<file path="src/verilog/srpc_pkg.sv">
package srpc_pkg;
    // Register byte offsets
    localparam logic [7:0] CTRL_OFS   = 8'h00;
    localparam logic [7:0] STEPS_OFS  = 8'h04;
    localparam logic [7:0] EXTRA_OFS  = 8'h08;
    localparam logic [7:0] PERIOD_OFS = 8'h0c;
    localparam logic [7:0] RAMP_OFS   = 8'h10;
    localparam logic [7:0] STAT_OFS   = 8'h14;
    localparam logic [7:0] MASK_OFS   = 8'h18;
    localparam logic [7:0] STATE_OFS  = 8'h1c;
    // Control register fields
    localparam int RUN_BIT    = 7;
    localparam int ESTOP_BIT  = 5;
    localparam int DIR_BIT    = 4;
    localparam int EXTRA_BIT  = 3;
    localparam int REV_BIT    = 2;
    localparam int RDN_BIT    = 1;
    localparam int RUP_BIT    = 0;
    // Interrupt flag fields
    localparam int SEN0_FLAG  = 0;
    localparam int SEN1_FLAG  = 1;
    localparam int STOP_FLAG  = 4;
    // Reset values
    localparam logic [7:0]  CTRL_RST   = 8'h00;
    localparam logic [15:0] STEPS_RST  = 16'h0010;
    localparam logic [7:0]  EXTRA_RST  = 8'h04;
    localparam logic [15:0] PERIOD_RST = 16'h0064;
    localparam logic [7:0]  RAMP_RST   = 8'h08;
    localparam logic [7:0]  STAT_RST   = 8'h00;
    localparam logic [7:0]  MASK_RST   = 8'h00;

    typedef enum logic [2:0] {
        SRPC_IDLE  = 3'b000,
        SRPC_RUP   = 3'b001,
        SRPC_RUN   = 3'b010,
        SRPC_EXTRA = 3'b011,
        SRPC_RDN   = 3'b100
    } srpc_state_t;
endpackage

</file>
<file path="src/verilog/srpc_top.sv">
module srpc_top
    import srpc_pkg::*;
(
    input  wire logic        CLK,
    input  wire logic        RST,
    input  wire logic        HSEL,
    input  wire logic [31:0] HADDR,
    input  wire logic [1:0]  HTRANS,
    input  wire logic        HWRITE,
    input  wire logic [2:0]  HSIZE,
    input  wire logic [31:0] HWDATA,
    input  wire logic        HREADY,
    output logic      [31:0] HRDATA,
    output logic             HREADYOUT,
    output logic             HRESP,
    input  wire logic        SENSOR_0,
    input  wire logic        SENSOR_1,
    input  wire logic        WDOG_STOP,
    output logic      [3:0]  PHASE_OUT,
    output logic             IRQ
);
    logic        wr_pend_q;
    logic        rd_wait_q;
    logic [7:0]  addr_q;
    logic [31:0] rdata_q;
    logic [7:0]  ctrl_q;
    logic [15:0] steps_q;
    logic [7:0]  extra_q;
    logic [15:0] period_q;
    logic [7:0]  ramp_q;
    logic [7:0]  stat_q;
    logic [7:0]  mask_q;
    logic        run_q;
    logic        run_d;
    logic        dir_q;
    logic        dir_d;
    logic [15:0] cnt_q;
    logic [15:0] cnt_d;
    logic [16:0] div_q;
    logic [16:0] div_lim;
    logic [1:0]  idx_q;
    logic        off_q;
    logic        off_d;
    logic        sen0_q;
    logic        sen1_q;
    logic        ctrl_wr;
    logic        start;
    logic        estop;
    logic        nstop;
    logic        evt0;
    logic        evt1;
    logic        evt;
    logic        tick;
    logic        last;
    logic        moving;
    logic        in_ramp;
    srpc_state_t st_q;
    srpc_state_t st_d;

    // Bus slave: writes land in the data phase, reads take one wait state
    always_ff @(posedge CLK or posedge RST) begin
        if (RST) begin
            wr_pend_q <= 1'b0;
            rd_wait_q <= 1'b0;
            addr_q    <= 8'h00;
        end else begin
            rd_wait_q <= 1'b0;
            if (HREADY) begin
                wr_pend_q <= HSEL && HTRANS[1] && HWRITE;
                rd_wait_q <= HSEL && HTRANS[1] && !HWRITE;
                addr_q    <= HADDR[7:0];
            end else if (rd_wait_q) begin
                wr_pend_q <= 1'b0;
            end
        end
    end

    assign HREADYOUT = !rd_wait_q;
    assign HRESP     = 1'b0;
    assign HRDATA    = rdata_q;
    assign ctrl_wr   = wr_pend_q && (addr_q == CTRL_OFS);

    always_ff @(posedge CLK or posedge RST) begin
        if (RST) begin
            rdata_q <= 32'h0000_0000;
        end else if (rd_wait_q) begin
            unique case (addr_q)
                CTRL_OFS:   rdata_q <= {24'h000000, run_q, 1'b0, ctrl_q[5:0] & 6'h1f};
                STEPS_OFS:  rdata_q <= {16'h0000, steps_q};
                EXTRA_OFS:  rdata_q <= {24'h000000, extra_q};
                PERIOD_OFS: rdata_q <= {16'h0000, period_q};
                RAMP_OFS:   rdata_q <= {24'h000000, ramp_q};
                STAT_OFS:   rdata_q <= {24'h000000, stat_q};
                MASK_OFS:   rdata_q <= {24'h000000, mask_q};
                STATE_OFS:  rdata_q <= {27'h0000000, off_q, dir_q, st_q};
                default:    rdata_q <= 32'h0000_0000;
            endcase
        end
    end

    always_ff @(posedge CLK or posedge RST) begin
        if (RST) begin
            ctrl_q   <= CTRL_RST;
            steps_q  <= STEPS_RST;
            extra_q  <= EXTRA_RST;
            period_q <= PERIOD_RST;
            ramp_q   <= RAMP_RST;
            mask_q   <= MASK_RST;
        end else if (wr_pend_q) begin
            unique case (addr_q)
                CTRL_OFS:   ctrl_q   <= HWDATA[7:0];
                STEPS_OFS:  steps_q  <= HWDATA[15:0];
                EXTRA_OFS:  extra_q  <= HWDATA[7:0];
                PERIOD_OFS: period_q <= HWDATA[15:0];
                RAMP_OFS:   ramp_q   <= HWDATA[7:0];
                MASK_OFS:   mask_q   <= HWDATA[7:0];
                default:    ;
            endcase
        end
    end

    // Stop and start requests, sensor edge events and state decodes
    assign start   = ctrl_wr && HWDATA[RUN_BIT] && (st_q == SRPC_IDLE);
    assign estop   = (ctrl_wr && HWDATA[ESTOP_BIT]) || WDOG_STOP;
    assign nstop   = ctrl_wr && !HWDATA[RUN_BIT] && run_q;
    assign evt0    = SENSOR_0 && !sen0_q;
    assign evt1    = SENSOR_1 && !sen1_q;
    assign evt     = (evt0 && mask_q[SEN0_FLAG]) || (evt1 && mask_q[SEN1_FLAG]);
    assign moving  = (st_q != SRPC_IDLE);
    assign in_ramp = (st_q == SRPC_RUP) || (st_q == SRPC_RDN);
    assign last    = (cnt_q <= 16'h0001);

    always_ff @(posedge CLK or posedge RST) begin
        if (RST) begin
            sen0_q <= 1'b0;
            sen1_q <= 1'b0;
        end else begin
            sen0_q <= SENSOR_0;
            sen1_q <= SENSOR_1;
        end
    end

    // Step rate: ramp steps take 2*period_q+1 clocks, other steps period_q+1 clocks
    assign div_lim = in_ramp ? {period_q, 1'b0} : {1'b0, period_q};
    assign tick    = moving && (div_q >= div_lim);

    always_ff @(posedge CLK or posedge RST) begin
        if (RST) begin
            div_q <= 17'h00000;
        end else if (tick || (st_d != st_q)) begin
            div_q <= 17'h00000;
        end else if (moving) begin
            div_q <= div_q + 17'h00001;
        end
    end

    always_comb begin
        st_d  = st_q;
        cnt_d = cnt_q;
        dir_d = dir_q;
        off_d = off_q;
        if (st_q == SRPC_IDLE) begin
            if (start) begin
                st_d  = HWDATA[RUP_BIT] ? SRPC_RUP : SRPC_RUN;
                cnt_d = HWDATA[RUP_BIT] ? {8'h00, ramp_q} : steps_q;
                dir_d = HWDATA[DIR_BIT];
                off_d = 1'b0;
            end
        end else if (estop) begin
            st_d = SRPC_IDLE;
            off_d = WDOG_STOP;
        end else if (nstop && (st_q != SRPC_RDN)) begin
            st_d  = ctrl_q[RDN_BIT] ? SRPC_RDN : SRPC_IDLE;
            cnt_d = {8'h00, ramp_q};
        end else begin
            unique case (st_q)
                SRPC_RUP: begin
                    if (tick) begin
                        st_d  = last ? SRPC_RUN : SRPC_RUP;
                        cnt_d = last ? steps_q : cnt_q - 16'h0001;
                    end
                end
                SRPC_RUN: begin
                    if (evt && ctrl_q[EXTRA_BIT] && (extra_q != 8'h00)) begin
                        st_d  = SRPC_EXTRA;
                        cnt_d = {8'h00, extra_q};
                    end else if (evt && ctrl_q[REV_BIT]) begin
                        dir_d = !dir_q;
                        cnt_d = steps_q;
                    end else if (tick) begin
                        st_d  = last ? (ctrl_q[RDN_BIT] ? SRPC_RDN : SRPC_IDLE) : SRPC_RUN;
                        cnt_d = last ? {8'h00, ramp_q} : cnt_q - 16'h0001;
                    end
                end
                SRPC_EXTRA: begin
                    if (tick) begin
                        st_d  = last ? SRPC_RUN : SRPC_EXTRA;
                        cnt_d = last ? steps_q : cnt_q - 16'h0001;
                        dir_d = (last && ctrl_q[REV_BIT]) ? !dir_q : dir_q;
                    end
                end
                SRPC_RDN: begin
                    if (tick) begin
                        st_d  = last ? SRPC_IDLE : SRPC_RDN;
                        cnt_d = cnt_q - 16'h0001;
                    end
                end
                default: st_d = SRPC_IDLE;
            endcase
        end
    end

    always_ff @(posedge CLK or posedge RST) begin
        if (RST) begin
            st_q  <= SRPC_IDLE;
            cnt_q <= 16'h0000;
            dir_q <= 1'b0;
            off_q <= 1'b0;
        end else begin
            st_q  <= st_d;
            cnt_q <= cnt_d;
            dir_q <= dir_d;
            off_q <= off_d;
        end
    end

    always_comb begin
        if (moving && (st_d == SRPC_IDLE)) begin
            run_d = 1'b0;
        end else if (ctrl_wr) begin
            run_d = HWDATA[RUN_BIT];
        end else begin
            run_d = run_q;
        end
    end

    always_ff @(posedge CLK or posedge RST) begin
        if (RST) begin
            run_q <= 1'b0;
        end else begin
            run_q <= run_d;
        end
    end

    // Wave drive phases advance one position per step
    always_ff @(posedge CLK or posedge RST) begin
        if (RST) begin
            idx_q     <= 2'b00;
            PHASE_OUT <= 4'h0;
        end else begin
            if (tick) begin
                idx_q <= dir_q ? idx_q - 2'b01 : idx_q + 2'b01;
            end
            PHASE_OUT <= off_d ? 4'h0 : (4'h1 << idx_q);
        end
    end

    // Sticky flags, write one to clear, a new event wins over the clear
    always_ff @(posedge CLK or posedge RST) begin
        if (RST) begin
            stat_q <= STAT_RST;
        end else begin
            stat_q <= (stat_q & ~((wr_pend_q && (addr_q == STAT_OFS)) ? HWDATA[7:0] : 8'h00))
                      | {3'b000, run_q && !run_d, 2'b00, evt1, evt0};
        end
    end

    assign IRQ = |(stat_q & mask_q);
endmodule // srpc_top

</file>
<file path="config.mk">
export PLATFORM = sky130hd
export DESIGN_NAME = srpc_top
export DESIGN_NICKNAME = d
export VERILOG_FILES = /design/src/verilog/srpc_pkg.sv /design/src/verilog/srpc_top.sv
export SDC_FILE = /design/constraint.sdc
export NUM_CORES = 1
export LEC_CHECK = 0
export BUFFER_PORTS_ARGS = -buffer_cell sky130_fd_sc_hd__buf_2
export CAP_MARGIN = 20
export CORE_ASPECT_RATIO = 0.6
export CORE_UTILIZATION = 38
export DETAILED_ROUTE_END_ITERATION = 12
export HOLD_SLACK_MARGIN = 0.05
export PLACE_DENSITY = 0.65
export SLEW_MARGIN = 20
export SYNTH_ARGS = -nofsm -noshare
export SYNTH_HDL_FRONTEND = slang
export SYNTH_SLANG_ARGS = --single-unit
</file>
<file path="constraint.sdc">
create_clock -name CLK -period 11.25 [get_ports CLK]
set_input_delay 2.8125 -clock CLK [delete_from_list [all_inputs] [get_ports CLK]]
set_output_delay 2.8125 -clock CLK [all_outputs]
set_load 0.1 [all_outputs]
</file>
-- Yosys cells after proc, flatten, opt, wreduce, memory -nomap -nowiden
Cells that the tools add are included.
- bits in writable memories: 0
- memories kept: 0
- latch bits: 0
- register bits: 158
- output and inout bits: 39
- bits in read-only memories: 0
- word-level logic and storage cells: 161
- shift-type cells: 1
- $mul: 0
- bitwise logic cells: 4
- magnitude comparators: 2
- equal/unequal tests: 23
- mux-type cells: 54
- divide/modulo/power cells: 0
- add/subtract/negate cells: 4
- reduce and logical (&&, ||, !) cells: 52
- operators by type and width (kind ; count):
    2-to-1 mux 16 bit ; 12
    case mux 16 bit (8 select lines) ; 1
    2-to-1 mux 17 bit ; 3
    case mux 16 bit (3 select lines) ; 1
    2-to-1 mux 3 bit ; 13
    == test 8 x 5 -> 1 bit, second input constant ; 4
    logical AND 1 bit ; 22
    adder 17 x 1 -> 17 bit, second input constant ; 1
    >= comparator 17 bit ; 1
    2-to-1 mux 1 bit ; 17
    AND 8 bit ; 2
    == test 8 x 4 -> 1 bit, second input constant ; 2
    <= comparator 16 x 1 -> 1 bit, second input constant ; 1
    subtractor 16 x 1 -> 16 bit, second input constant ; 1
    != test 3 bit, second input constant ; 5
    case mux 3 bit (4 select lines) ; 1
    AND reduction 2 bit ; 6
    == test 8 x 3 -> 1 bit, second input constant ; 1
    logical NOT 8 bit ; 1
    2-to-1 mux 8 bit ; 1
    NOT 8 bit ; 1
    OR 8 x 5 -> 8 bit ; 1
    AND reduction 8 bit ; 1
    nonzero test 8 bit ; 1
    other kinds (24) ; 40

-- Depth between registers and ports, before layout
Gate-level depths: netlist (run 1).
- word-level depth: 18
- gate-level depth with buffers: 15
- mapped depth without buffers: 11

-- Least setup slack after synthesis (run 1)
No wires, ideal clock.
- path kind: input port to flip-flop
- from: input port SENSOR_0
- to: register dir_q
- arrival time: 4.595 ns
- stages on the path: 8
- path slack: 6.535 ns
- path through: and3b_1 -> clkbuf_1 -> o221ai_1 -> a21o_1 -> a31oi_1 -> a311oi_2 -> mux2_1 -> a31o_1
- word-level cells in the longest chain between the ends: 7
- elaborated cells between the ends (all ways): 9
- those cells by class: eq/ne: 2; reduce/logical: 7
- ends and longest elaborated chain (item ; line ; RTL):
    from (decl) ; srpc_top.sv:16 ; input wire logic SENSOR_0,
    logical AND 1 bit (*) ; srpc_top.sv:126 ; assign evt0 = SENSOR_0 && !sen0_q;
    logical AND 1 bit (*) ; srpc_top.sv:128 ; assign evt = (evt0 && mask_q[SEN0_FLAG]) || (evt1 && mask_q[SEN1_FLAG]);
    logical OR 1 bit (*) ; srpc_top.sv:128 ;
    logical AND 1 bit (2 in series) ; srpc_top.sv:184 ; if (evt && ctrl_q[EXTRA_BIT] && (extra_q != 8'h00)) begin
    != test 3 bit (no source line) ; n/a ;
    AND reduction 8 bit (no source line) (*) ; n/a ;
    to (signal assigned) ; srpc_top.sv:222 ; dir_q <= dir_d;
    to (decl) ; srpc_top.sv:35 ; logic dir_q;
Mark *: on every way between the ends. The rest lies on a longest branch, timed or not.
A chain may end at the register's enable or synchronous reset.

-- Final worst setup path (run 1)
- from: input port HWDATA[7]
- to: register cnt_q[8]
- word-level cells in the longest chain between the ends: 7
- elaborated cells between the ends (all ways): 15
- those cells by class: eq/ne: 4; mux: 3; reduce/logical: 8
- ends and longest elaborated chain (item ; line ; RTL):
    from (decl) ; srpc_top.sv:11 ; input wire logic [31:0] HWDATA,
    branches (longest 7 deep; another with != test 6 bit) ; n/a ;
    to (signal assigned) ; srpc_top.sv:221 ; cnt_q <= cnt_d;
    to (decl) ; srpc_top.sv:37 ; logic [15:0] cnt_q;
Several ways; the timed one is not identified. The select of a mux whose other input is x is not followed.

==> results of run 1 <==
==> sequential cells by signal (all words and copies together) (netlist names) <==
signal / flops
PHASE_OUT: 4
cnt_q: 16
sen1_q: 1
addr_q: 8
idx_q: 2
div_q: 17
stat_q: 8
st_q: 3
period_q: 16
wr_pend_q: 1
HRDATA: 16
mask_q: 8
ramp_q: 8
off_q: 1
dir_q: 1
ctrl_q: 5
run_q: 1
extra_q: 8
rd_wait_q: 1
steps_q: 16
sen0_q: 1
==> worst max-delay path by stage <==
stage | cells past startpoint | start | slack, ns | to
6_report | 8 | HWDATA[7] | 6.19 | cnt_q[8]$_DFFE_PP0P_
5_1_grt | 11 | st_q[0]$_DFF_PP0_ | 5.97 | cnt_q[7]$_DFFE_PP0P_
4_1_cts | 11 | st_q[0]$_DFF_PP0_ | 5.98 | cnt_q[7]$_DFFE_PP0P_
3_5_place_dp | 7 | HWDATA[7] | 5.85 | cnt_q[10]$_DFFE_PP0P_
3_3_place_gp | 7 | HWDATA[7] | 5.90 | cnt_q[10]$_DFFE_PP0P_
2_1_floorplan | 1 | RST | 4.64 | HRDATA[0]$_DFFE_PP0P_
==> metal layers <==
layer / up-vias / routed length [um]
li1: 3301 / -
met1: 3635 / 13450
met2: 419 / 9888
met3: 42 / 3467
met4: 0 / 416
met5: - / 0
==> cells in the mapped netlist, drive strengths merged (4+ instances only) <==
master and instances:
a21oi 44, a22o 4, a211oi 11, nor2b 6, dfrtp 136, a21boi 7
nand2 78, or2 4, nand4 12, xnor2 15, clkbuf 38, nor4 8
a21o 5, o21a 4, xor2 19, a211o 4, nand3 29, nor3 36
ha 20, a221oi 13, or4 8, a22oi 9, nor3b 6, inv 13
o22ai 16, mux2i 27, nand2b 8, mux2 66, o31ai 12, and3 5
or3 6, o211ai 6, a31oi 20, nor2 76, buf 31, o21ai 39
dfstp 6
==> cell type report <==
class	count	area, um2	share of cell area [%]
timing repair buffer	61	322.8	3.406
clock inverter	15	173.9	1.835
sequential	142	3561	37.58
tap	279	349.1	3.684
clock buffer	17	425.4	4.489
inverter	14	57.56	0.6073
multi-input combinational	675	4582	48.35
antenna	2	5.005	0.05281
==> logic make-up after synthesis <==
group	count (synthesis)	synth area share, %
AND/OR/NAND/NOR	293	17.23
AO/OA/AOI/OAI	218	17.48
flip-flops	142	42.06
multiplexers	93	11.97
buffers and inverters	83	4.744
XOR/XNOR	34	3.517
adder cells (fa/ha/maj)	20	2.956
other	1	0.04429
==> cell usage in the layout (no fill, tap or decap), types with 8 or more instances in the layout <==
cell	n
dfrtp_1	136
nand2_1	78
nor2_1	75
mux2_2	65
buf_2	54
a21oi_1	43
nor3_1	36
o21ai_0	33
nand3_1	28
mux2i_1	27
ha_1	20
xor2_1	19
a31oi_1	19
conb_1	17
clkbuf_16	17
xnor2_1	15
o22ai_1	15
a221oi_1	13
inv_1	12
nand4_1	12
o31ai_1	12
a211oi_1	11
a22oi_1	9
nand2b_1	8
==> worst register-to-register path: cells and delay by family, from the launching register on <==
| kind | cells | cell delay (ns) |
|---|---|---|
| DFF | 1 | 0.72 |
| and+or+nand+nor | 3 | 1.30 |
| adders and majority gates | 1 | 0.30 |
| muxes | 1 | 0.32 |
| AOI/OAI and AO/OA | 6 | 2.29 |
==> report_power, final <==
part	total [uW]	internal (uW)	switching, uW	leakage, uW
registers	591	545	46.2	0.00174
clock network	593	335	259	0.000292
logic	285	70.7	214	0.00198
==> stage by stage <==
stage | cell area, um2 | utilization [%]
2_1_floorplan | 8527 | -
3_3_place_gp | 8865 | 41.34
3_5_place_dp | 8865 | 41.34
4_1_cts | 9464 | 44.14
5_1_grt | 9472 | 44.17
6_report | 9477 | 44.19
==> results by group, run 1 <==
Clocking
  • Num CTS Buffers: 17
  • Root Driver: clkbuf_16
  • Sink Count: approximately 140
  • Clk slew on worst S/H paths: ~0.070 ns
  • CTS tree: yes
  • # H-tree levels: 4
  • Clock Latency Late Sink: 0.44 ns
  • CTS resizes: 0
  • Clock Path Buffers: 2
  • Hold_buf cts: 0
  • Post-CTS setup repair buffer count: 0

Drt
  • DRC viols: 0
  • Vias: 7397
  • DRT antenna net count: 0
  • Avg WL per Cell: between 20 and 25 um
  • WL final: 27.22 mm
  • DRT Pass-1 Iters: 6
  • DR iter-0 viols: roughly 940
  • DR vias/cell: around 6.1

GRT
  • Layer with the highest usage: met1
  • GRT overflow: 0
  • Met2 Track Usage GR: between 20 and 30%
  • First-pass GRT wire length: between 40 and 50 mm
  • Largest net degree at the start of global routing: 87
  • Initial antenna violation count: 2
  • Global Route met1 Usage: about two fifths
  • Vias in the first global route: about 7000
  • Met3 Track Usage GR: between 10% and 20%
  • GRT Total Usage: 24.07%

Synthesis
  • Synth area leader: dfrtp_1
  • Area fraction of the dominant cell type after synthesis: 40.20%
  • Seq/Total Area, Yosys: 42.06%
  • Syn Area/Cell: approximately 9.6 um2
  • Ys flop type: dfrtp_1
  • Top cells by area in the synthesized netlist: dfrtp_1, mux2_2, nand2_1
  • Post-Syn Instances: ~880
  • Synthesized area: roughly 8500 um2
  • Synthesis-stage register bit count: between 100 and 150
  • EDFF count, synth: 0
  • Yosys warnings: 0
  • Post-synthesis cell type count: 78
  • Async set-reset flop share out of synthesis: 100.0%

Worst setup path
  • Crit path kind: in2reg
  • R2R Setup Slk: about 6.2 ns
  • CP Data Arrival Time: between 5 and 6 ns
  • Max stage delay on crit path: about 0.6 ns
  • Reg2reg start: st_q[0]$_DFF_PP0_
  • CP max stage cell: nor4_4
  • Worst-path cell chain: buf_2 > nand2b_1 > nor4_4 > nor2_1 > a22o_1 > a21oi_1 > nand2_1 > o22a_1
  • Delay-heaviest family, CP: simple AND/OR/NAND/NOR gates
  • Worst Path Max Fanout: 12
  • Reg2Reg Depth: 11
  • Startpoint class of the critical path: input port
  • Required time of the critical path: between 10 and 15 ns
  • Setup crit end kind: flop
  • Reg-to-reg endpoint: cnt_q[7]$_DFFE_PP0P_
  • Crit path buf inv count: 1

STA
  • Clock Skew: about 0.0087 ns
  • Max Freq: a little under 200 MHz
  • RSZ-0062 raised after global routing: false
  • Worst slew pin tran: between 1 and 1.5 ns
  • Max_slew headroom: between 20% and 30%
  • Setup ws final: between 6 and 7 ns
  • Setup-failing EPs final: 0
  • Final Max Slew Viols: 0
  • Final hold vios: 0
  • Final period util: between 40% and 50%
  • Worst hold slack: 0.4676 ns
  • Tmin final: 5.062 ns
  • Setup TNS: 0 ns

Floorplan
  • Core Region: around 21000 um2
  • Die H: between 100 and 150 um
  • Starting Density: 39.49%
  • Die area: 22900 um2
  • Die width: 194.7 um
  • Ports: about 120
  • Row count: 41

Power
  • Final Power: about 1500 uW
  • PwrDens: roughly 160 nW/um2
  • Peak supply drop: 0.1173 mV
  • Leakage: between 0.004 and 0.005 uW

Finish
  • Finished Layout Cells: 1205
  • # fillers: about 2100
  • Layout cells sized above 1: approximately 20%
  • Final net count: 1008
  • Area Overhead vs Synth: 11.93%

Hold path
  • Hold path startpoint: sen1_q$_DFF_PP0_
  • Hold Path Sink: stat_q[1]$_DFF_PP0_
  • Worst hold stages: 1
  • Worst hold-check path type: reg2reg

Place
  • Global placement routability congestion: between 0.9 and 1
  • Dpl ws: 5.855 ns
  • HPWL Detailed: 19.73 mm
  • Port Buffer Count: 54
  • Placed insts: 1171

Outcome
  • Status: completed

Job
  • Total of max-cap violations: 0
(Power assumes the default switching activity.)
==> inputs of run 2 (changes only) <==
==> constraint.sdc (replaced) <==
create_clock -name CLK -period 4.7 [get_ports CLK]
set_input_delay 1.175 -clock CLK [delete_from_list [all_inputs] [get_ports CLK]]
set_output_delay 1.175 -clock CLK [all_outputs]
set_load 0.1 [all_outputs]
==> results by group, run 2 (same netlist as run 1, synthesis figures left out) <==
Outcome
  • Status: completed

Worst setup path
  • Delay-heaviest family, CP: compound AO/OA/AOI/OAI gates
  • Required time of the critical path: between 4 and 5 ns
  • CP Data Arrival Time: 4.10 ns
  • Crit path buf inv count: 2
  • Worst Path Max Fanout: 17
  • Crit path kind: reg2reg
  • Startpoint class of the critical path: flop
  • Worst-path cell chain: nand2b_1 > a21oi_2 > buf_4 > buf_4 > mux2i_1 > ha_1 > nand4_1 > nor2_1 > o311ai_0 > a31oi_2 > a31oi_1 > o22ai_2 > nor3_1
  • CP max stage cell: o22ai_2
  • Max stage delay on crit path: 0.60 ns
  • Setup crit end kind: flop
  • Most frequent CP cell: buf_4

Power
  • Combinational power share: between 10% and 20%
  • Net switching share of the total power: a little over a third
  • Part of the power in the clock network: between 30 and 40%
  • Peak supply drop: approximately 0.32 mV
  • Sw Pwr: about 1200 uW
  • Int Pwr: ~2200 uW
  • Final Power: approximately 3400 uW
  • Sequential share of power: between 40 and 50%
  • Leakage: just over 0.004 uW
  • PwrDens: 356.1 nW/um2

Finish
  • Commonest non-fill, non-tap cells in the layout: dfrtp_1, nand2_1, nor2_1
  • N_diodes: 0
  • Area Overhead vs Synth: 13.20%
  • Final net count: slightly above 1000
  • Multi-input gate area: 4574 um2
  • Layout cells sized above 1: about a fifth
  • # fillers: roughly 2100
  • Most common cell after layout, fill and taps aside: dfrtp_1
  • Sequential cell area: between 3000 and 4000 um2
  • Most flop-heavy register: div_q
  • Max FFs per register: 17

Drt
  • Vias: between 7000 and 8000
  • DRT Pass-1 Iters: 8
  • WL final: ~27 mm
  • DRC viols: 0
  • DRT antenna net count: 0
  • DR vias/cell: between 6 and 7
  • DR iter-0 viols: a little over 900
  • Avg WL per Cell: 22.03 um

GRT
  • Global Route met1 Usage: between 30% and 40%
  • Largest net degree at the start of global routing: between 100 and 150
  • GRT Total Usage: about a quarter
  • Initial antenna violation count: 0
  • Met2 Track Usage GR: about 29%
  • GRT overflow: 0
  • Met3 Track Usage GR: approximately 8.5%
  • Vias in the first global route: between 6000 and 7000
  • Layer with the highest usage: met1
  • First-pass GRT wire length: about 42 mm

Clocking
  • Root Driver: clkbuf_16
  • Clock Path Buffers: 2
  • CTS tree: yes
  • Sink Count: 142
  • Num CTS Buffers: 17
  • Hold_buf cts: 0
  • Clk slew on worst S/H paths: ~0.070 ns
  • CTS resizes: 0
  • # H-tree levels: 4
  • Post-CTS setup repair buffer count: 0
  • Clock Latency Late Sink: about 0.45 ns

STA
  • Worst slew pin tran: 1.016 ns
  • Tmin final: roughly 3.8 ns
  • Clock Skew: ~0.013 ns
  • Final hold vios: 0
  • Final period util: about 81%
  • Max Freq: about 260 MHz
  • RSZ-0062 raised after global routing: false
  • Setup TNS: 0 ns
  • Final Max Slew Viols: 0
  • Max_slew headroom: a little under a third
  • Setup-failing EPs final: 0

Floorplan
  • Starting Density: about two fifths
  • Die width: roughly 190 um
  • Row count: a little over 40
  • Die H: 117.6 um
  • Die area: approximately 23000 um2
  • Core Region: between 20000 and 25000 um2
  • Ports: 116

Place
  • HPWL Detailed: 19.79 mm
  • Port Buffer Count: 54
  • Global placement routability congestion: ~0.96

Hold path
  • Worst hold-check path type: reg2reg

Job
  • Total of max-cap violations: 0
[run 2: worst paths after layout]
kind	start	to	slack (ns)	depth (start not counted)
worst max-delay path	st_q[2]$_DFF_PP0_	div_q[15]$_DFFE_PP0P_	0.89	13
worst min-delay path	sen1_q$_DFF_PP0_	stat_q[1]$_DFF_PP0_	0.45	1
worst max register to register	st_q[2]$_DFF_PP0_	div_q[15]$_DFFE_PP0P_	0.89	13
worst min register to register	sen1_q$_DFF_PP0_	stat_q[1]$_DFF_PP0_	0.45	1
max in group asynchronous	RST	div_q[2]$_DFFE_PP0P_	2.86	3
min in group asynchronous	RST	addr_q[0]$_DFFE_PP0P_	0.81	2
[run 2: layout make-up]
| type | count | area share, % |
|---|---|---|
| multi-input cells | 675 | 47.73 |
| clock inverters | 13 | 1.305 |
| inverters | 14 | 0.5875 |
| well taps | 279 | 3.642 |
| flip-flops and latches | 142 | 37.15 |
| repair buffers | 78 | 4.961 |
| clock buffers | 19 | 4.621 |
[run 2: power groups by stage]
stage                     registers (uW)  logic, uW  clock network (uW)
after global placement              1420        667                   0
after CTS                           1410        677                1340
after floorplan                     1590        363                   0
after detailed placement            1430        675                   0
after global routing                1420        725                1390
final                               1410        680                1320
[run 2: stage by stage]
stage | hold slack [ns] | util [%] | cells | instance area, um2 | worst slack (ns)
3_5_place_dp | 0.4522 | 42.05 | 1188 | 9016 | 0.9054
2_1_floorplan | 0.4166 | - | 900 | 8531 | 0.4635
6_report | 0.4548 | 44.70 | 1220 | 9584 | 0.8917
3_3_place_gp | 0.4227 | 42.05 | 1188 | 9016 | 0.9952
5_1_grt | 0.4867 | 44.70 | 1220 | 9584 | 0.4129
4_1_cts | 0.4605 | 44.70 | 1220 | 9584 | 0.8732
[run 2: layer usage]
layer / vias up / part of all wire (%)
li1: 3340 / -
met5: - / 0
met2: 417 / 37
met4: 0 / 0.79
met3: 21 / 13
met1: 3695 / 49
